File: config.mk
export PLATFORM = sky130hd
export DESIGN_NAME = usb_control_and_address
export DESIGN_NICKNAME = d
export VERILOG_FILES = /design/src/inc/usb_ctl_pkg.sv /design/src/logic/axil_reg_port.sv /design/src/logic/usb_control_and_address.sv
export SDC_FILE = /design/constraint.sdc
export NUM_CORES = 1
export LEC_CHECK = 0
export BUFFER_PORTS_ARGS = -buffer_cell sky130_fd_sc_hd__buf_4
export CAP_MARGIN = 20
export CORE_UTILIZATION = 50
export DETAILED_ROUTE_END_ITERATION = 6
export PLACE_DENSITY = 0.87
export SLEW_MARGIN = 30
export SYNTH_ARGS = -nofsm -noshare
export SYNTH_HDL_FRONTEND = slang
export SYNTH_SLANG_ARGS = --single-unit
File: constraint.sdc
create_clock -name ref_clk -period 3.8 [get_ports ref_clk]
set_clock_uncertainty 0.15 [all_clocks]
set_input_delay 0.76 -clock ref_clk [delete_from_list [all_inputs] [get_ports ref_clk]]
set_output_delay 0.76 -clock ref_clk [all_outputs]
set_load 0.005 [all_outputs]
File: src/inc/usb_ctl_pkg.sv
// Package of register map, field positions and carriers for the USB control and address block.
//
// Function
// - Bit 7 reads live J state, speed-dependent polarity.
// - Bit 6 reads live single-ended-zero line state.
// - Host role: bit 5 shows token in progress.
// - Peripheral role: bit 5 holds transmission; clear resumes.
// - SETUP token received sets the hold flag.
// - Bit 4 drives bus reset, host role only.
// - Bit 3 selects host (1) or peripheral (0).
// - Bit 2 drives resume; software times it.
// - Host role: resume clear appends low-speed EOP.
// - Writing 1 to bit 1 clears bank selects.
// - Bit 0 enables; setting resets banks, engine.
// - Host role: enable clear stops start-of-frame tokens.
// - Peripheral role: accept only tokens matching address.
// - Host role: tokens carry the address register.
// - Address clears on reset and bus reset.
// - Address bit 7 makes next token low speed.
// - Address bits 6..0 hold device address.
package usb_ctl_pkg;

	// ------------------------------------------------------------
	// Register byte addresses on the bus.
	// ------------------------------------------------------------
	localparam logic [7:0] OFS_USB_CONTROL      = 8'h00;
	localparam logic [7:0] OFS_FUNCTION_ADDRESS = 8'h04;

	// ------------------------------------------------------------
	// Control register field positions.
	// ------------------------------------------------------------
	localparam int CTL_J_STATE  = 7;
	localparam int CTL_SE0      = 6;
	localparam int CTL_BUSY     = 5;
	localparam int CTL_BUS_RST  = 4;
	localparam int CTL_HOST     = 3;
	localparam int CTL_RESUME   = 2;
	localparam int CTL_BANK_CLR = 1;
	localparam int CTL_ENABLE   = 0;

	// ------------------------------------------------------------
	// Address register fields and reset values.
	// ------------------------------------------------------------
	localparam int ADR_SLOW = 7;
	localparam logic [7:0] CTL_RESET_VAL  = 8'h00;
	localparam logic [7:0] ADDR_RESET_VAL = 8'h00;

	// ------------------------------------------------------------
	// Bus responses.
	// ------------------------------------------------------------
	localparam logic [1:0] RESP_OKAY   = 2'h0;
	localparam logic [1:0] RESP_SLVERR = 2'h2;

	// Register write request handed from the bus port to the block.
	typedef struct packed {
		logic        en;
		logic [7:0]  addr;
		logic [31:0] data;
		logic [3:0]  strb;
	} reg_wr_s;

	// Raw differential line levels from the transceiver.
	typedef struct packed {
		logic dp;
		logic dm;
	} line_s;

	// Token seen by the serial engine in peripheral role.
	typedef struct packed {
		logic       valid;
		logic       setup;
		logic [6:0] addr;
	} rx_token_s;

endpackage

File: src/logic/axil_reg_port.sv
// AXI4-Lite slave port that turns bus transfers into register strobes.
`timescale 1ns/100ps
module axil_reg_port
	import usb_ctl_pkg::*;
(
	input  wire logic        ref_clk,
	input  wire logic        rst,
	input  wire logic [7:0]  s_axi_awaddr,
	input  wire logic        s_axi_awvalid,
	output logic             s_axi_awready,
	input  wire logic [31:0] s_axi_wdata,
	input  wire logic [3:0]  s_axi_wstrb,
	input  wire logic        s_axi_wvalid,
	output logic             s_axi_wready,
	output logic [1:0]       s_axi_bresp,
	output logic             s_axi_bvalid,
	input  wire logic        s_axi_bready,
	input  wire logic [7:0]  s_axi_araddr,
	input  wire logic        s_axi_arvalid,
	output logic             s_axi_arready,
	output logic [31:0]      s_axi_rdata,
	output logic [1:0]       s_axi_rresp,
	output logic             s_axi_rvalid,
	input  wire logic        s_axi_rready,
	output reg_wr_s          wr,
	output logic [7:0]       rd_addr,
	input  wire logic [31:0] rd_data
);

	// ------------------------------------------------------------
	// Decode and held channel state
	// ------------------------------------------------------------
	logic        aw_held_r;   // Write address captured.
	logic        w_held_r;    // Write data captured.
	logic        rd_pend_r;   // Read address captured, data next.
	logic [7:0]  awaddr_r;    // Held write address.
	logic [31:0] wdata_r;     // Held write data.
	logic [3:0]  wstrb_r;     // Held byte strobes.
	wire         wr_hit;      // Write address is mapped.
	wire         rd_hit;      // Read address is mapped.
	wire         wr_go;       // Both halves of the write are here.

	assign wr_hit = (awaddr_r == OFS_USB_CONTROL) || (awaddr_r == OFS_FUNCTION_ADDRESS);
	assign rd_hit = (rd_addr == OFS_USB_CONTROL) || (rd_addr == OFS_FUNCTION_ADDRESS);
	assign wr_go  = aw_held_r && w_held_r && !s_axi_bvalid;

	// ------------------------------------------------------------
	// Write path
	// ------------------------------------------------------------
	// Address and data are taken in either order; ready drops after each
	// take and comes back only once the response is accepted, so one write
	// at most is under way.
	always_ff @(posedge ref_clk or posedge rst) begin
		if (rst) begin
			s_axi_awready <= 1'b1;
			s_axi_wready  <= 1'b1;
			s_axi_bvalid  <= 1'b0;
			s_axi_bresp   <= RESP_OKAY;
			aw_held_r     <= 1'b0;
			w_held_r      <= 1'b0;
			awaddr_r      <= 8'h00;
			wdata_r       <= 32'h0000_0000;
			wstrb_r       <= 4'h0;
			wr            <= '0;
		end else begin
			wr.en <= 1'b0;
			if (s_axi_awvalid && s_axi_awready) begin
				aw_held_r     <= 1'b1;
				awaddr_r      <= s_axi_awaddr;
				s_axi_awready <= 1'b0;
			end
			if (s_axi_wvalid && s_axi_wready) begin
				w_held_r     <= 1'b1;
				wdata_r      <= s_axi_wdata;
				wstrb_r      <= s_axi_wstrb;
				s_axi_wready <= 1'b0;
			end
			if (wr_go) begin
				// Unmapped writes change nothing and answer with an error.
				wr           <= '{en: wr_hit, addr: awaddr_r, data: wdata_r, strb: wstrb_r};
				s_axi_bvalid <= 1'b1;
				s_axi_bresp  <= wr_hit ? RESP_OKAY : RESP_SLVERR;
				aw_held_r    <= 1'b0;
				w_held_r     <= 1'b0;
			end
			if (s_axi_bvalid && s_axi_bready) begin
				s_axi_bvalid  <= 1'b0;
				s_axi_awready <= 1'b1;
				s_axi_wready  <= 1'b1;
			end
		end
	end

	// ------------------------------------------------------------
	// Read path
	// ------------------------------------------------------------
	// The data word is sampled one cycle after the address is taken.
	always_ff @(posedge ref_clk or posedge rst) begin
		if (rst) begin
			s_axi_arready <= 1'b1;
			s_axi_rvalid  <= 1'b0;
			s_axi_rdata   <= 32'h0000_0000;
			s_axi_rresp   <= RESP_OKAY;
			rd_pend_r     <= 1'b0;
			rd_addr       <= 8'h00;
		end else begin
			if (s_axi_arvalid && s_axi_arready) begin
				rd_addr       <= s_axi_araddr;
				rd_pend_r     <= 1'b1;
				s_axi_arready <= 1'b0;
			end
			if (rd_pend_r) begin
				s_axi_rdata <= rd_hit ? rd_data : 32'h0000_0000;
				s_axi_rresp <= rd_hit ? RESP_OKAY : RESP_SLVERR;
				s_axi_rvalid <= 1'b1;
				rd_pend_r   <= 1'b0;
			end
			if (s_axi_rvalid && s_axi_rready) begin
				s_axi_rvalid  <= 1'b0;
				s_axi_arready <= 1'b1;
			end
		end
	end

endmodule // axil_reg_port

File: src/logic/usb_control_and_address.sv
// Control and address registers of the USB serial engine, with bus-side control outputs.
//
// Added by the designer: the register offsets and the AXI4-Lite slave port.
`timescale 1ns/100ps
module usb_control_and_address
	import usb_ctl_pkg::*;
(
	input  wire logic        ref_clk,
	input  wire logic        rst,
	// AXI4-Lite register port.
	input  wire logic [7:0]  s_axi_awaddr,
	input  wire logic        s_axi_awvalid,
	output logic             s_axi_awready,
	input  wire logic [31:0] s_axi_wdata,
	input  wire logic [3:0]  s_axi_wstrb,
	input  wire logic        s_axi_wvalid,
	output logic             s_axi_wready,
	output logic [1:0]       s_axi_bresp,
	output logic             s_axi_bvalid,
	input  wire logic        s_axi_bready,
	input  wire logic [7:0]  s_axi_araddr,
	input  wire logic        s_axi_arvalid,
	output logic             s_axi_arready,
	output logic [31:0]      s_axi_rdata,
	output logic [1:0]       s_axi_rresp,
	output logic             s_axi_rvalid,
	input  wire logic        s_axi_rready,
	// Line levels and serial engine status.
	input  wire line_s       line,
	input  wire logic        token_active,
	input  wire rx_token_s   rx_token,
	input  wire logic        bus_reset_seen,
	// Controls toward the serial engine and transceiver.
	output logic             module_enable,
	output logic             host_role,
	output logic             tx_hold,
	output logic             drive_bus_reset,
	output logic             drive_resume,
	output logic             slow_eop_req,
	output logic             bank_clear,
	output logic             engine_restart,
	output logic             sof_enable,
	output logic             token_accept,
	output logic [6:0]       token_addr,
	output logic             slow_token_req
);

	// ------------------------------------------------------------
	// Register port
	// ------------------------------------------------------------
	reg_wr_s     wr;          // One-cycle write strobe with payload.
	logic [7:0]  rd_addr;     // Address of the pending read.
	wire  [31:0] rd_data;     // Read word for that address.

	axil_reg_port u_port (
		.ref_clk       (ref_clk),
		.rst           (rst),
		.s_axi_awaddr  (s_axi_awaddr),
		.s_axi_awvalid (s_axi_awvalid),
		.s_axi_awready (s_axi_awready),
		.s_axi_wdata   (s_axi_wdata),
		.s_axi_wstrb   (s_axi_wstrb),
		.s_axi_wvalid  (s_axi_wvalid),
		.s_axi_wready  (s_axi_wready),
		.s_axi_bresp   (s_axi_bresp),
		.s_axi_bvalid  (s_axi_bvalid),
		.s_axi_bready  (s_axi_bready),
		.s_axi_araddr  (s_axi_araddr),
		.s_axi_arvalid (s_axi_arvalid),
		.s_axi_arready (s_axi_arready),
		.s_axi_rdata   (s_axi_rdata),
		.s_axi_rresp   (s_axi_rresp),
		.s_axi_rvalid  (s_axi_rvalid),
		.s_axi_rready  (s_axi_rready),
		.wr            (wr),
		.rd_addr       (rd_addr),
		.rd_data       (rd_data)
	);

	// ------------------------------------------------------------
	// Stored state
	// ------------------------------------------------------------
	logic       enable_r;        // Module enable.
	logic       host_r;          // Role select, 1 is host.
	logic       bus_rst_r;       // Bus reset request bit.
	logic       resume_r;        // Resume request bit.
	logic       hold_r;          // Peripheral transmit hold flag.
	logic [7:0] addr_r;          // Function address with speed select.
	logic       j_state_live;    // Sampled J state.
	logic       single_ended_zero_live; // Sampled single-ended zero.
	logic       dp_r;            // Sampled D+ level.
	logic       dm_r;            // Sampled D- level.

	// ------------------------------------------------------------
	// Write decode
	// ------------------------------------------------------------
	// Only byte lane 0 carries register bits; other lanes are dropped.
	wire        ctl_wr  = wr.en && (wr.addr == OFS_USB_CONTROL) && wr.strb[0];
	wire        adr_wr  = wr.en && (wr.addr == OFS_FUNCTION_ADDRESS) && wr.strb[0];
	wire [7:0]  wbyte   = wr.data[7:0];

	// Next values of the stored control bits.
	wire        enable_nxt = ctl_wr ? wbyte[CTL_ENABLE]  : enable_r;
	wire        host_nxt   = ctl_wr ? wbyte[CTL_HOST]    : host_r;
	wire        resume_nxt = ctl_wr ? wbyte[CTL_RESUME]  : resume_r;
	wire        bus_rst_nxt = ctl_wr ? wbyte[CTL_BUS_RST] : bus_rst_r;

	// Peripheral token decode on the incoming token.
	wire        slow_speed_select = addr_r[ADR_SLOW];
	wire [6:0]  own_addr          = addr_r[6:0];
	wire        periph_live       = enable_r && !host_r;
	wire        token_match = periph_live && rx_token.valid && (rx_token.addr == own_addr);
	wire        setup_hit   = token_match && rx_token.setup;

	// ------------------------------------------------------------
	// Read data
	// ------------------------------------------------------------
	// Bit 5 shows the engine busy flag in host role and the hold flag otherwise.
	// Busy in host role.
	wire        busy_view = host_r ? token_active : hold_r;
	wire [7:0]  ctl_view  = {j_state_live, single_ended_zero_live, busy_view,
	                         bus_rst_r, host_r, resume_r, 1'b0, enable_r};
	assign rd_data = (rd_addr == OFS_FUNCTION_ADDRESS) ? {24'h00_0000, addr_r}
	                                                   : {24'h00_0000, ctl_view};

	// ------------------------------------------------------------
	// Line sampling
	// ------------------------------------------------------------
	// The lines are sampled once so that both status bits read a
	// consistent pair; the J polarity follows the speed select because
	// a low-speed idle line pulls D- high instead of D+.
	always_ff @(posedge ref_clk or posedge rst) begin
		if (rst) begin
			dp_r <= 1'b0;
			dm_r <= 1'b0;
		end else begin
			dp_r <= line.dp;
			dm_r <= line.dm;
		end
	end

	assign j_state_live = slow_speed_select ? (dm_r && !dp_r) : (dp_r && !dm_r);
	assign single_ended_zero_live = !dp_r && !dm_r;

	// ------------------------------------------------------------
	// Control register
	// ------------------------------------------------------------
	// Bits 7 and 6 have no storage, so a write to them is lost by design.
	always_ff @(posedge ref_clk or posedge rst) begin
		if (rst) begin
			enable_r  <= CTL_RESET_VAL[CTL_ENABLE];
			host_r    <= CTL_RESET_VAL[CTL_HOST];
			resume_r  <= CTL_RESET_VAL[CTL_RESUME];
			bus_rst_r <= CTL_RESET_VAL[CTL_BUS_RST];
		end else begin
			enable_r  <= enable_nxt;
			host_r    <= host_nxt;
			resume_r  <= resume_nxt;
			bus_rst_r <= bus_rst_nxt;
		end
	end

	// ------------------------------------------------------------
	// Transmit hold flag
	// ------------------------------------------------------------
	// The engine's set wins over a software clear in the same cycle so a
	// SETUP arriving just as software resumes is never lost. Software may
	// clear the flag; setting it from software is also honoured.
	always_ff @(posedge ref_clk or posedge rst) begin
		if (rst) begin
			hold_r <= CTL_RESET_VAL[CTL_BUSY];
		end else if (setup_hit) begin
			hold_r <= 1'b1;
		end else if (ctl_wr && !host_r) begin
			hold_r <= wbyte[CTL_BUSY];
		end
	end

	// ------------------------------------------------------------
	// Address register
	// ------------------------------------------------------------
	// A detected bus reset wins over a software write in the same cycle,
	// because the device must answer on address zero afterwards.
	always_ff @(posedge ref_clk or posedge rst) begin
		if (rst) begin
			addr_r <= ADDR_RESET_VAL;
		end else if (bus_reset_seen) begin
			addr_r <= ADDR_RESET_VAL;
		end else if (adr_wr) begin
			addr_r <= wbyte;
		end
	end

	// ------------------------------------------------------------
	// Bus signalling outputs
	// ------------------------------------------------------------
	// Reset signalling is meaningful only for a host; software does the
	// timing, so the output simply follows the bit while host role holds.
	always_ff @(posedge ref_clk or posedge rst) begin
		if (rst) begin
			drive_bus_reset <= 1'b0;
			drive_resume    <= 1'b0;
			slow_eop_req    <= 1'b0;
		end else begin
			drive_bus_reset <= bus_rst_nxt && host_nxt;
			drive_resume    <= resume_nxt;
			slow_eop_req    <= resume_r && !resume_nxt && host_r;
		end
	end

	// ------------------------------------------------------------
	// Bank clear and engine restart
	// ------------------------------------------------------------
	// Both are one-cycle pulses. Bank clear fires on a write of 1 to the
	// clear bit or on the rising edge of enable; the restart fires only on
	// the enable edge, as it disturbs the engine far more.
	wire enable_rise = enable_nxt && !enable_r;

	always_ff @(posedge ref_clk or posedge rst) begin
		if (rst) begin
			bank_clear     <= 1'b0;
			engine_restart <= 1'b0;
		end else begin
			bank_clear     <= (ctl_wr && wbyte[CTL_BANK_CLR]) || enable_rise;
			engine_restart <= enable_rise;
		end
	end

	// ------------------------------------------------------------
	// Role, enable and frame control outputs
	// ------------------------------------------------------------
	always_ff @(posedge ref_clk or posedge rst) begin
		if (rst) begin
			module_enable <= 1'b0;
			host_role     <= 1'b0;
			tx_hold       <= 1'b0;
			sof_enable    <= 1'b0;
		end else begin
			module_enable <= enable_nxt;
			host_role     <= host_nxt;
			tx_hold       <= (hold_r || setup_hit) && !host_r;
			sof_enable    <= enable_nxt && host_nxt;
		end
	end

	// ------------------------------------------------------------
	// Token addressing
	// ------------------------------------------------------------
	// The host token fields go out only while enabled; a disabled module
	// presents zero so a stale address never leaks onto the wire.
	always_ff @(posedge ref_clk or posedge rst) begin
		if (rst) begin
			token_accept   <= 1'b0;
			token_addr     <= 7'h00;
			slow_token_req <= 1'b0;
		end else begin
			token_accept   <= token_match;
			token_addr     <= (enable_r && host_r) ? own_addr : 7'h00;
			slow_token_req <= enable_r && host_r && slow_speed_select;
		end
	end

endmodule // usb_control_and_address

Yosys cells after proc, flatten, opt, wreduce, memory -nomap -nowiden
Cells that the tools add are included. Widths: inputs -> output; s select.

Equal/unequal tests: 4. Reduce and logical (&&, ||, !) cells: 50. Mux-type cells: 32.

Operator list (number): $mux 45 (1); $mux 8 (4); $logic_and 1x1->1 (28); $eq 8x3->1 const B (3); $logic_not 8->1 (3); $mux 1 (24); $reduce_bool 2->1 (9); $eq 7x7->1 (1); $mux 7 (1); $logic_not 1->1 (6); $logic_or 1x1->1 (4); $mux 2 (2).

Flip-flop bits (word level): 171. Logic and storage cells: 122. Input bits: 72.

Depth between registers and ports, before layout
Gate-level depths: netlist of run 1.

Depth after elaboration: 7. Gate-level depth with buffers: 5. Mapped depth without buffers: 4.

Cells and area by module
From an unflattened synthesis of run 1, not the netlist that was laid out.

Cells, all modules: 501. Area total of the unflattened synthesis: 6725.2 um^2.

Modules (own cells, without submodules): axil_reg_port (seq. area each 3482.1 um^2, area each 5363.9 um^2, instances 1, cells each 384); usb_control_and_address (seq. area each 750.7 um^2, area each 1361.3 um^2, instances 1, cells each 117).

Least setup slack after synthesis of run 1
OpenSTA, ideal clock, no wires.

Path kind: input to register. From: input rx_token[0] (netlist name). To: register tx_hold. Required time: 3583 ps. Arrival time: 1485 ps. Setup slack: 2098 ps. Cell stages on the path: 4. Library setup time: 67 ps. Path buffers: 0. Cells stage by stage: xnor2_1 > nand4_1 > nor4_1 > a22o_1.

Longest elaborated chain between the ends: 5.

RTL lines: start, declared (RTL line usb_control_and_address.sv:31) `input wire rx_token_s rx_token,`; $eq 7x7->1 (RTL line usb_control_and_address.sv:112) `wire token_match = periph_live && rx_token.valid && (rx_token.addr == own_addr);`; $logic_and 1x1->1 (RTL line usb_control_and_address.sv:112); named net token_match (RTL line usb_control_and_address.sv:112); $logic_and 1x1->1 (RTL line usb_control_and_address.sv:113) `wire setup_hit = token_match && rx_token.setup;`; $logic_or 1x1->1 (RTL line usb_control_and_address.sv:241) `tx_hold <= (hold_r || setup_hit) && !host_r;`; $logic_and 1x1->1 (RTL line usb_control_and_address.sv:241); end signal, assigned (RTL line usb_control_and_address.sv:241); end, declared (RTL line usb_control_and_address.sv:36) `output logic tx_hold,`.

The timed path passes the listed nets, and every way through them passes these cells. A chain may end at the register's enable or synchronous reset.

Worst setup path after layout of run 1
From: register host_role. To: output host_role.

RTL lines: start, declared (RTL line usb_control_and_address.sv:35) `output logic host_role,`; start signal, assigned (RTL line usb_control_and_address.sv:240) `host_role <= host_nxt;`.

No word-level cell between the ends.

==> results by group, run 1 <==
CTS
  • Maximum root-to-sink buffer count: 2
  • Cell at the root of the clock tree: sky130_fd_sc_hd__clkbuf_8
  • Clock Sink Count: 91
  • Number of clock buffers inserted by TritonCTS: 9
  • Worst-Skew Late Latency: 0.36 ns
  • # resized after CTS: 0
  • Number of buffers added to fix hold violations after cts: 0
  • Setup Fix Bufs, Post-CTS: 0
  • Clock-pin transition on the worst setup and hold timing paths: 0.08 ns
  • H-tree Lvls: 3
  • CTS tree: done

Die
  • Horizontal extent of the die: 89.2 um
  • Die height: 89.2 um
  • Area inside the core boundary: 0.00729 mm2
  • Effective utilization at floorplan: 0.522
  • Total Die Area: 0.00796 mm2
  • Total number of placement rows: 31
  • Count of boundary I/O pins: 131

Critical path
  • Crit path launch type: flip-flop
  • Cells along the critical path: buf_4
  • Critical-path top delay cell: sky130_fd_sc_hd__dfrtp_1
  • Maximum fanout along the worst path: 18
  • Kind of cell adding the most delay to the critical path: flip-flops
  • Combined buffer and inverter count along the critical path: 1
  • Worst stage delay on the critical path: 0.67 ns
  • CP required: 2.89 ns
  • Arrival time of data at the critical path endpoint: 1.22 ns
  • Register-to-register setup slack: 1.98 ns
  • Type of the worst setup path: reg -> out
  • Capturing element type of the critical path: output pin

Synthesis
  • Largest area contributor in the synthesized netlist: sky130_fd_sc_hd__dfrtp_1
  • Count of different cell masters after synthesis: 33
  • Top post-synthesis cells by area: sky130_fd_sc_hd__dfrtp_1 58%, sky130_fd_sc_hd__mux2_2 8.9%, sky130_fd_sc_hd__nand2_1 6.0%
  • Synth Area per Inst: 11.5 um2
  • Fraction of registers with async set or reset after synthesis: 1.00
  • Most frequent cells after synthesis: 88 x sky130_fd_sc_hd__dfrtp_1, 61 x sky130_fd_sc_hd__nand2_1, 30 x sky130_fd_sc_hd__mux2_2
  • Number of cells produced by synthesis: 332
  • Top_reg_cell synth: sky130_fd_sc_hd__dfrtp_1
  • Most common cell in the synthesized netlist: sky130_fd_sc_hd__dfrtp_1
  • Yosys Warn Count: 0
  • Post-synth EDFFs: 0
  • Proportion of netlist area held by the largest area contributor: 0.579
  • Synth Register Bits: 91
  • Sequential fraction of the synthesis area: 0.600
  • Netlist area before placement: 0.00380 mm2

Detailed routing
  • Iteration-0 DRC Markers: 189
  • Post-route ant nets: 0
  • First-pass DRT Iterations: 4
  • Remaining design rule violation count: 0
  • Final WL: 7150 um
  • Per-cell routed wire length: 13.9 um
  • Via density per instance: 5.03
  • Vias after detailed routing: 2,591

Place
  • Gp weighted congestion: 0.762
  • Placement-stage worst setup slack: 1.80 ns
  • Dpl hpwl: 5040 um
  • Number of port buffers: 77
  • Placed cell count: 499

Cells and area
  • Post-Route Utilization: 0.632
  • Count of non-filler cells in the finished layout: 515
  • Diode insertion count for antenna repair: 0
  • Area Growth Syn to Fin: 21.2%
  • Share of cells above drive strength 1: 0.320
  • # nets final: 483

Timing
  • Period utilisation layout: 0.561
  • Post-route setup TNS: 0 ns
  • Endpoints failing hold: 0
  • Unrepaired setup endpoints after global routing: false
  • Transition at the pin with the smallest max-transition slack: 0.698 ns
  • Min Tclk post-route: 2.13 ns
  • Highest Clock Rate: 0.469 GHz
  • Hold slack final: 0.329 ns
  • Max-slew violations: 0
  • Slew headroom: 0.534
  • Setup-violating endpoint count in the final report: 0
  • Final setup margin: 1.67 ns

Global route
  • Total Routing Usage GR: 0.198
  • Initial antenna violation count: 0
  • GRT overflow: 0
  • Via count of the first global-routing pass: 2,458
  • Global-route wire length before repair: 11,600 um
  • Largest net degree at the start of global routing: 53

Pwr
  • Clock network power share: 0.268
  • Internal power contribution: 0.00193 W
  • Leak: 2.39 nW
  • Switching power as a share of total power: 0.294
  • Part of the power in registers: 0.531
  • Largest voltage drop on the vdd net: 354 uV
  • PwrDens: 593 mW/mm2
  • Logic pwr share: 0.201
  • Switching power of the nets: 0.000803 W

Hold path
  • Path category of the worst min-delay check: reg -> reg

Run
  • Max-Cap Viols: 0

Run status
  • Result of the run: completed
power groups by stage:
stage / registers, W / logic [W] / clock network, W
final: 0.00145 / 0.000550 / 0.000733
after global routing: 0.00148 / 0.000628 / 0.000787
after CTS: 0.00145 / 0.000559 / 0.000750
after detailed placement: 0.00146 / 0.000556 / 0
after global placement: 0.00145 / 0.000527 / 0
after floorplan: 0.00140 / 0.000432 / 0
cells by family (layout without fill, tap and decap cells):
kind of cell,Yosys count,count (layout),share of synthesized area
other,1,26,0.000986
buffers and inverters,52,111,0.0776
flip-flops,91,91,0.600
AO/OA/AOI/OAI,28,28,0.0470
multiplexers,38,38,0.110
AND/OR/NAND/NOR,115,115,0.149
XOR/XNOR,7,7,0.0161
path summary, 6_finish.rpt:
| check | startpoint | endpoint | cells past startpoint |
|---|---|---|---|
| min in group asynchronous | rst | u_port.wdata_r[0]$_DFFE_PP0P_ | 2 |
| hold / removal | u_port.wdata_r[4]$_DFFE_PP0P_ | u_port.wr[8]$_DFFE_PP0P_ | 2 |
| hold reg to reg | u_port.wdata_r[4]$_DFFE_PP0P_ | u_port.wr[8]$_DFFE_PP0P_ | 2 |
| max in group asynchronous | rst | u_port.s_axi_arready$_DFFE_PP1P_ | 3 |
| setup reg to reg | u_port.wr[36]$_DFFE_PP0P_ | addr_r[5]$_DFFE_PP0P_ | 4 |
| setup / recovery | host_role$_DFF_PP0_ | host_role | 1 |
cells in the final DEF, fill, tap and decap left out, types with 7 or more instances in the layout:
| master | instances |
|---|---|
| sky130_fd_sc_hd__nor2_1 | 20 |
| sky130_fd_sc_hd__inv_1 | 15 |
| sky130_fd_sc_hd__nand2_1 | 61 |
| sky130_fd_sc_hd__dfrtp_1 | 88 |
| sky130_fd_sc_hd__clkbuf_8 | 11 |
| sky130_fd_sc_hd__mux2i_1 | 8 |
| sky130_fd_sc_hd__o221ai_1 | 7 |
| sky130_fd_sc_hd__buf_4 | 79 |
| sky130_fd_sc_hd__and3_1 | 12 |
| sky130_fd_sc_hd__o21ai_0 | 13 |
| sky130_fd_sc_hd__conb_1 | 26 |
| sky130_fd_sc_hd__mux2_2 | 30 |
per-layer routing:
| metal | part of all wire | global-route usage | vias to the layer above |
|---|---|---|---|
| met4 | 0.018 | 0.0880 | 0 |
| li1 | - | - | 1219 |
| met2 | 0.49 | 0.298 | 88 |
| met3 | 0.044 | 0.0369 | 11 |
| met1 | 0.45 | 0.283 | 1273 |
| met5 | 0 | 0 | - |
metrics by stage:
step	power (W)	area (um2)
CTS	0.00276	4610
global route	0.00290	4610
global placement	0.00197	4380
floorplan	0.00183	3900
detailed placement	0.00202	4380
finish	0.00273	4610
layout make-up:
type / instances / area, um2
Multi-Input combinational cell: 214 / 1320
Timing Repair Buffer: 79 / 593
Sequential cell: 91 / 2280
Clock buffer: 12 / 155
Inverter: 16 / 62.6
Fill cell: 568 / 2680
Tap cell: 99 / 124
Clock inverter: 4 / 73.8
flip-flops by register name, summed over array words and instances, names as in the netlist, 7 cells and up:
register / flops
u_port.wr: 18
u_port.rd_addr: 8
token_addr: 7
addr_r: 8
u_port.s_axi_rdata: 8
u_port.wdata_r: 8
u_port.awaddr_r: 8
Note: power is estimated with default switching activity, not from simulation.
==> run 2, diff against run 1 <==
==> constraint.sdc (replaced) <==
create_clock -name ref_clk -period 1.97 [get_ports ref_clk]
set_clock_uncertainty 0.15 [all_clocks]
set_input_delay 0.394 -clock ref_clk [delete_from_list [all_inputs] [get_ports ref_clk]]
set_output_delay 0.394 -clock ref_clk [all_outputs]
set_load 0.005 [all_outputs]
==> results by group, run 2 (same netlist as run 1, synthesis figures left out) <==
Run status
  • Result of the run: completed

Timing
  • Setup-violating endpoint count in the final report: 0
  • Slew headroom: 0.641
  • Transition at the pin with the smallest max-transition slack: 0.533 ns
  • Max-slew violations: 0
  • Endpoints failing hold: 0
  • Hold slack final: 0.0631 ns
  • Period utilisation layout: 0.920
  • Highest Clock Rate: 0.552 GHz
  • Post-route setup TNS: 0 ns
  • Min Tclk post-route: 1.81 ns
  • Unrepaired setup endpoints after global routing: false

Detailed routing
  • First-pass DRT Iterations: 4
  • Iteration-0 DRC Markers: 184
  • Vias after detailed routing: 2,599
  • Post-route ant nets: 0
  • Per-cell routed wire length: 13.8 um
  • Remaining design rule violation count: 0
  • Via density per instance: 4.97
  • Final WL: 7200 um

Pwr
  • PwrDens: 1090 mW/mm2
  • Leak: 2.40 nW
  • Largest voltage drop on the vdd net: 613 uV

CTS
  • Maximum root-to-sink buffer count: 2
  • Cell at the root of the clock tree: sky130_fd_sc_hd__clkbuf_8
  • # resized after CTS: 0
  • CTS tree: done
  • Clock Sink Count: 91
  • Clock-pin transition on the worst setup and hold timing paths: 0.08 ns
  • Number of clock buffers inserted by TritonCTS: 9
  • H-tree Lvls: 3
  • Worst-Skew Late Latency: 0.35 ns

Hold path
  • Path category of the worst min-delay check: in -> reg

Die
  • Count of boundary I/O pins: 131
  • Total number of placement rows: 31
  • Effective utilization at floorplan: 0.522
  • Total Die Area: 0.00796 mm2
  • Horizontal extent of the die: 89.2 um
  • Area inside the core boundary: 0.00729 mm2
  • Die height: 89.2 um

Global route
  • Initial antenna violation count: 0
  • Global-route wire length before repair: 11,600 um
  • Total Routing Usage GR: 0.195
  • Largest net degree at the start of global routing: 66
  • Via count of the first global-routing pass: 2,529
  • GRT overflow: 0

Cells and area
  • Diode insertion count for antenna repair: 0
  • Share of cells above drive strength 1: 0.318
  • # nets final: 491
  • Area Growth Syn to Fin: 22.1%
  • Top library cells by usage in the layout, fill and taps aside: 88 x sky130_fd_sc_hd__dfrtp_1, 83 x sky130_fd_sc_hd__buf_4, 61 x sky130_fd_sc_hd__nand2_1
  • Number of flip-flops in the largest register: 18
  • Top register by number of flip-flops: u_port.wr
  • Most common library cell in the layout ignoring fill and taps: sky130_fd_sc_hd__dfrtp_1
  • Fill cell count: 596

Critical path
  • Cells along the critical path: nor4_4 -> nand4_2 -> mux2i_1 -> nor2_1
  • Arrival time of data at the critical path endpoint: 1.90 ns
  • CP required: 2.05 ns
  • Endpoint of the worst-slack reg-to-reg timing path: addr_r[0]$_DFFE_PP0P_
  • Type of the worst setup path: reg -> reg
  • FF-to-FF Start: u_port.wr[36]$_DFFE_PP0P_
  • Worst reg2reg path depth: 4
  • Capturing element type of the critical path: flip-flop
  • Critical-path top delay cell: sky130_fd_sc_hd__dfrtp_1
  • Endpoint of the worst setup timing path: addr_r[0]$_DFFE_PP0P_
  • Worst stage delay on the critical path: 0.43 ns
  • Crit path launch type: flip-flop
  • Register-to-register setup slack: 0.16 ns
  • Crit. Startpoint: u_port.wr[36]$_DFFE_PP0P_
  • Maximum fanout along the worst path: 8

Place
  • Number of port buffers: 77
  • Gp weighted congestion: 0.759
  • Dpl hpwl: 5230 um

Run
  • Max-Cap Viols: 0
[run 2: cell types whose count changed in the layout (fill, tap and decap cells not counted), moves of 2 or more]
cell,change
sky130_fd_sc_hd__clkbuf_8,-2
sky130_fd_sc_hd__buf_4,+4
sky130_fd_sc_hd__clkbuf_1,+3
sky130_fd_sc_hd__clkinvlp_4,+2
sky130_fd_sc_hd__dlygate4sd3_1,+3
[run 2: per-layer routing]
| metal | vias up | share of wire | track usage | routed length [um] |
|---|---|---|---|---|
| li1 | 1231 | - | - | - |
| met1 | 1255 | 0.44 | 0.263 | 3160 |
| met2 | 96 | 0.49 | 0.311 | 3540 |
| met3 | 17 | 0.042 | 0.0286 | 306 |
| met4 | 0 | 0.027 | 0.0967 | 198 |
| met5 | - | 0 | 0 | 0 |
[run 2: metrics by stage]
| stage | instance area [um2] | total power [W] | setup WS, ns | std cells | util |
|---|---|---|---|---|---|
| floorplan | 3900 | 0.00353 | 0.303 | 357 | - |
| global placement | 4430 | 0.00383 | 0.247 | 504 | 0.608 |
| detailed placement | 4430 | 0.00393 | 0.190 | 504 | 0.608 |
| CTS | 4640 | 0.00512 | 0.171 | 523 | 0.637 |
| global route | 4640 | 0.00538 | 0.0613 | 523 | 0.637 |
| finish | 4640 | 0.00508 | 0.157 | 523 | 0.637 |
[run 2: how the worst min path moves through the flow]
stage	from	endpoint	slack (ns)	cells past startpoint
final	s_axi_awvalid	u_port.s_axi_awready$_DFFE_PP1P_	0.06	2
after global routing	s_axi_awvalid	u_port.s_axi_awready$_DFFE_PP1P_	0.06	2
after detailed placement	u_port.wdata_r[6]$_DFFE_PP0P_	u_port.wr[10]$_DFFE_PP0P_	0.31	2
after CTS	s_axi_wvalid	u_port.s_axi_wready$_DFFE_PP1P_	0.05	2
after floorplan	line[0]	dm_r$_DFF_PP0_	0.28	0
after global placement	u_port.wstrb_r[0]$_DFFE_PP0P_	u_port.wr[0]$_DFFE_PP0P_	0.30	2
[run 2: report_power, final]
part | switching, W | internal, W
clock network | 0.000600 | 0.000587
registers | 0.000400 | 0.00239
logic | 0.000523 | 0.000579
total | 0.00152 | 0.00355
[run 2: repair_timing]
action,in CTS,in global routing
setup buffers,0,0
hold endpoints to repair,17,0
hold buffers,3,0
[run 2: layout make-up]
cell class | instances | area [um2] | share of cell area
Clock buffer | 13 | 139 | 0.0299
Clock inverter | 3 | 42.5 | 0.00916
Multi-Input combinational cell | 214 | 1320 | 0.284
Timing Repair Buffer | 87 | 673 | 0.145
Inverter | 16 | 63.8 | 0.0137
Sequential cell | 91 | 2280 | 0.491
Tap cell | 99 | 124 | 0.0267
[run 2: worst max-delay path: cells and delay by family (launching register included)]
family	cells	cell delay, ns
DFF	1	0.43
and+or+nand+nor	3	0.86
muxes	1	0.26
==> run 3, diff against run 2 <==
--- a/config.mk
+++ b/config.mk
@@ -7,9 +7,10 @@
 export LEC_CHECK = 0
 export BUFFER_PORTS_ARGS = -buffer_cell sky130_fd_sc_hd__buf_4
 export CAP_MARGIN = 20
+export CORE_MARGIN = 3
 export CORE_UTILIZATION = 50
 export DETAILED_ROUTE_END_ITERATION = 6
-export PLACE_DENSITY = 0.87
+export PLACE_DENSITY = 0.79
 export SLEW_MARGIN = 30
 export SYNTH_ARGS = -nofsm -noshare
 export SYNTH_HDL_FRONTEND = slang
==> results by group, run 3 (same netlist as run 1, synthesis figures left out) <==
Global route
  • Global-route wire length before repair: 11,900 um
  • GRT overflow: 0
  • Via count of the first global-routing pass: 2,459
  • Total Routing Usage GR: 0.175
  • Largest net degree at the start of global routing: 31
  • Initial antenna violation count: 0

Hold path
  • Start point of the worst hold path: s_axi_awvalid
  • Path category of the worst min-delay check: in -> reg

Die
  • Total Die Area: 0.00869 mm2
  • Horizontal extent of the die: 93.2 um
  • Count of boundary I/O pins: 131
  • Area inside the core boundary: 0.00733 mm2
  • Effective utilization at floorplan: 0.519
  • Die height: 93.2 um
  • Total number of placement rows: 31

Timing
  • Post-route setup TNS: 0 ns
  • Max-slew violations: 0
  • Final setup margin: 0.164 ns
  • Hold slack final: 0.0447 ns
  • Min Tclk post-route: 1.81 ns
  • Period utilisation layout: 0.917
  • Unrepaired setup endpoints after global routing: false
  • Transition at the pin with the smallest max-transition slack: 0.545 ns
  • Setup-violating endpoint count in the final report: 0
  • Highest Clock Rate: 0.554 GHz
  • Slew headroom: 0.633
  • Endpoints failing hold: 0

Cells and area
  • Diode insertion count for antenna repair: 0
  • Top register by number of flip-flops: u_port.wr
  • # nets final: 491
  • Number of flip-flops in the largest register: 18
  • Area Growth Syn to Fin: 24.3%
  • Fill cell count: 533
  • Share of cells above drive strength 1: 0.325
  • Most common library cell in the layout ignoring fill and taps: sky130_fd_sc_hd__dfrtp_1
  • Top library cells by usage in the layout, fill and taps aside: 88 x sky130_fd_sc_hd__dfrtp_1, 81 x sky130_fd_sc_hd__buf_4, 61 x sky130_fd_sc_hd__nand2_1

CTS
  • Clock Sink Count: 91
  • Clock-pin transition on the worst setup and hold timing paths: 0.09 ns
  • Maximum root-to-sink buffer count: 2
  • Cell at the root of the clock tree: sky130_fd_sc_hd__clkbuf_8
  • Number of clock buffers inserted by TritonCTS: 9
  • H-tree Lvls: 3
  • Worst-Skew Late Latency: 0.35 ns
  • CTS tree: done
  • # resized after CTS: 0

Critical path
  • CP required: 2.06 ns
  • Capturing element type of the critical path: flip-flop
  • Arrival time of data at the critical path endpoint: 1.90 ns
  • FF-to-FF Start: u_port.wr[36]$_DFFE_PP0P_
  • Type of the worst setup path: reg -> reg
  • Maximum fanout along the worst path: 10
  • Crit. Startpoint: u_port.wr[36]$_DFFE_PP0P_
  • Crit path launch type: flip-flop

Detailed routing
  • Remaining design rule violation count: 0
  • Final WL: 7340 um
  • Iteration-0 DRC Markers: 164
  • Per-cell routed wire length: 14.0 um
  • Post-route ant nets: 0
  • Via density per instance: 5.00
  • First-pass DRT Iterations: 4
  • Vias after detailed routing: 2,614

Place
  • Number of port buffers: 77
  • Gp weighted congestion: 0.780
  • Dpl hpwl: 5350 um
  • Placement-stage worst setup slack: 0.162 ns

Pwr
  • PwrDens: 1140 mW/mm2
  • Tot Pwr: 0.00539 W
  • Largest voltage drop on the vdd net: 637 uV
  • Leak: 2.45 nW

Run status
  • Result of the run: completed

Run
  • Max-Cap Viols: 0
==> run 3: cell types whose count changed in the layout (fill, tap and decap cells not counted) <==
cell,change
sky130_fd_sc_hd__clkbuf_1,-3
sky130_fd_sc_hd__buf_12,+2
sky130_fd_sc_hd__buf_4,-2
sky130_fd_sc_hd__bufinv_16,+2
sky130_fd_sc_hd__inv_6,+2
sky130_fd_sc_hd__clkinvlp_4,-1
==> run 3: through the flow <==
step / utilization / instances / area (um2)
2_1_floorplan: - / 357 / 3900
3_3_place_gp: 0.608 / 504 / 4460
3_5_place_dp: 0.608 / 504 / 4460
4_1_cts: 0.645 / 523 / 4730
5_1_grt: 0.645 / 523 / 4730
6_report: 0.645 / 523 / 4730
==> run 3: power by group <==
part	leakage [nW]	switching [W]	internal (W)
combinational	1.16	0.000527	0.000586
sequential	1.16	0.000408	0.00239
clock	0.121	0.000637	0.000850
total	2.45	0.00157	0.00382
==> run 3: path summary, 6_finish.rpt <==
path / to / slack, ns / depth (start not counted)
max: hold_r$_DFFE_PP0P_ / 0.16 / 4
max reg2reg: hold_r$_DFFE_PP0P_ / 0.16 / 4
min reg2reg: u_port.wr[42]$_DFFE_PP0P_ / 0.32 / 2
min: u_port.s_axi_awready$_DFFE_PP1P_ / 0.04 / 2
max in group asynchronous: u_port.s_axi_arready$_DFFE_PP1P_ / 0.61 / 4
min in group asynchronous: u_port.awaddr_r[0]$_DFFE_PP0P_ / 0.48 / 3
==> run 3: routing by layer <==
metal | routed length (um) | vias to the layer above | track usage
met5 | 0 | - | 0
met4 | 157 | 0 | 0.0855
met3 | 325 | 12 | 0.0290
met2 | 3600 | 82 | 0.274
met1 | 3260 | 1288 | 0.238
li1 | - | 1232 | -
==> run 3: repair_timing <==
action	in CTS	in global routing
hold buffers	3	0
endpoints found under the setup margin	0	0
setup buffers	0	0
endpoints found under the hold margin	20	0
==> run 3: final cells by class <==
| cell class | instances | area [um2] | share of cell area |
|---|---|---|---|
| flip-flops and latches | 91 | 2280 | 0.482 |
| multi-input cells | 214 | 1320 | 0.279 |
| repair buffers | 87 | 698 | 0.148 |
| clock buffers | 10 | 128 | 0.0270 |
| well taps | 99 | 124 | 0.0262 |
| clock inverters | 6 | 113 | 0.0238 |
| inverters | 16 | 63.8 | 0.0135 |
==> run 3: worst max-delay path: stages (launching register included) <==
cell and delay [ns]:
sky130_fd_sc_hd__dfrtp_1 0.42, sky130_fd_sc_hd__nor4_4 0.38, sky130_fd_sc_hd__nand4b_4 0.25, sky130_fd_sc_hd__o21a_1 0.23, sky130_fd_sc_hd__a211o_1 0.26
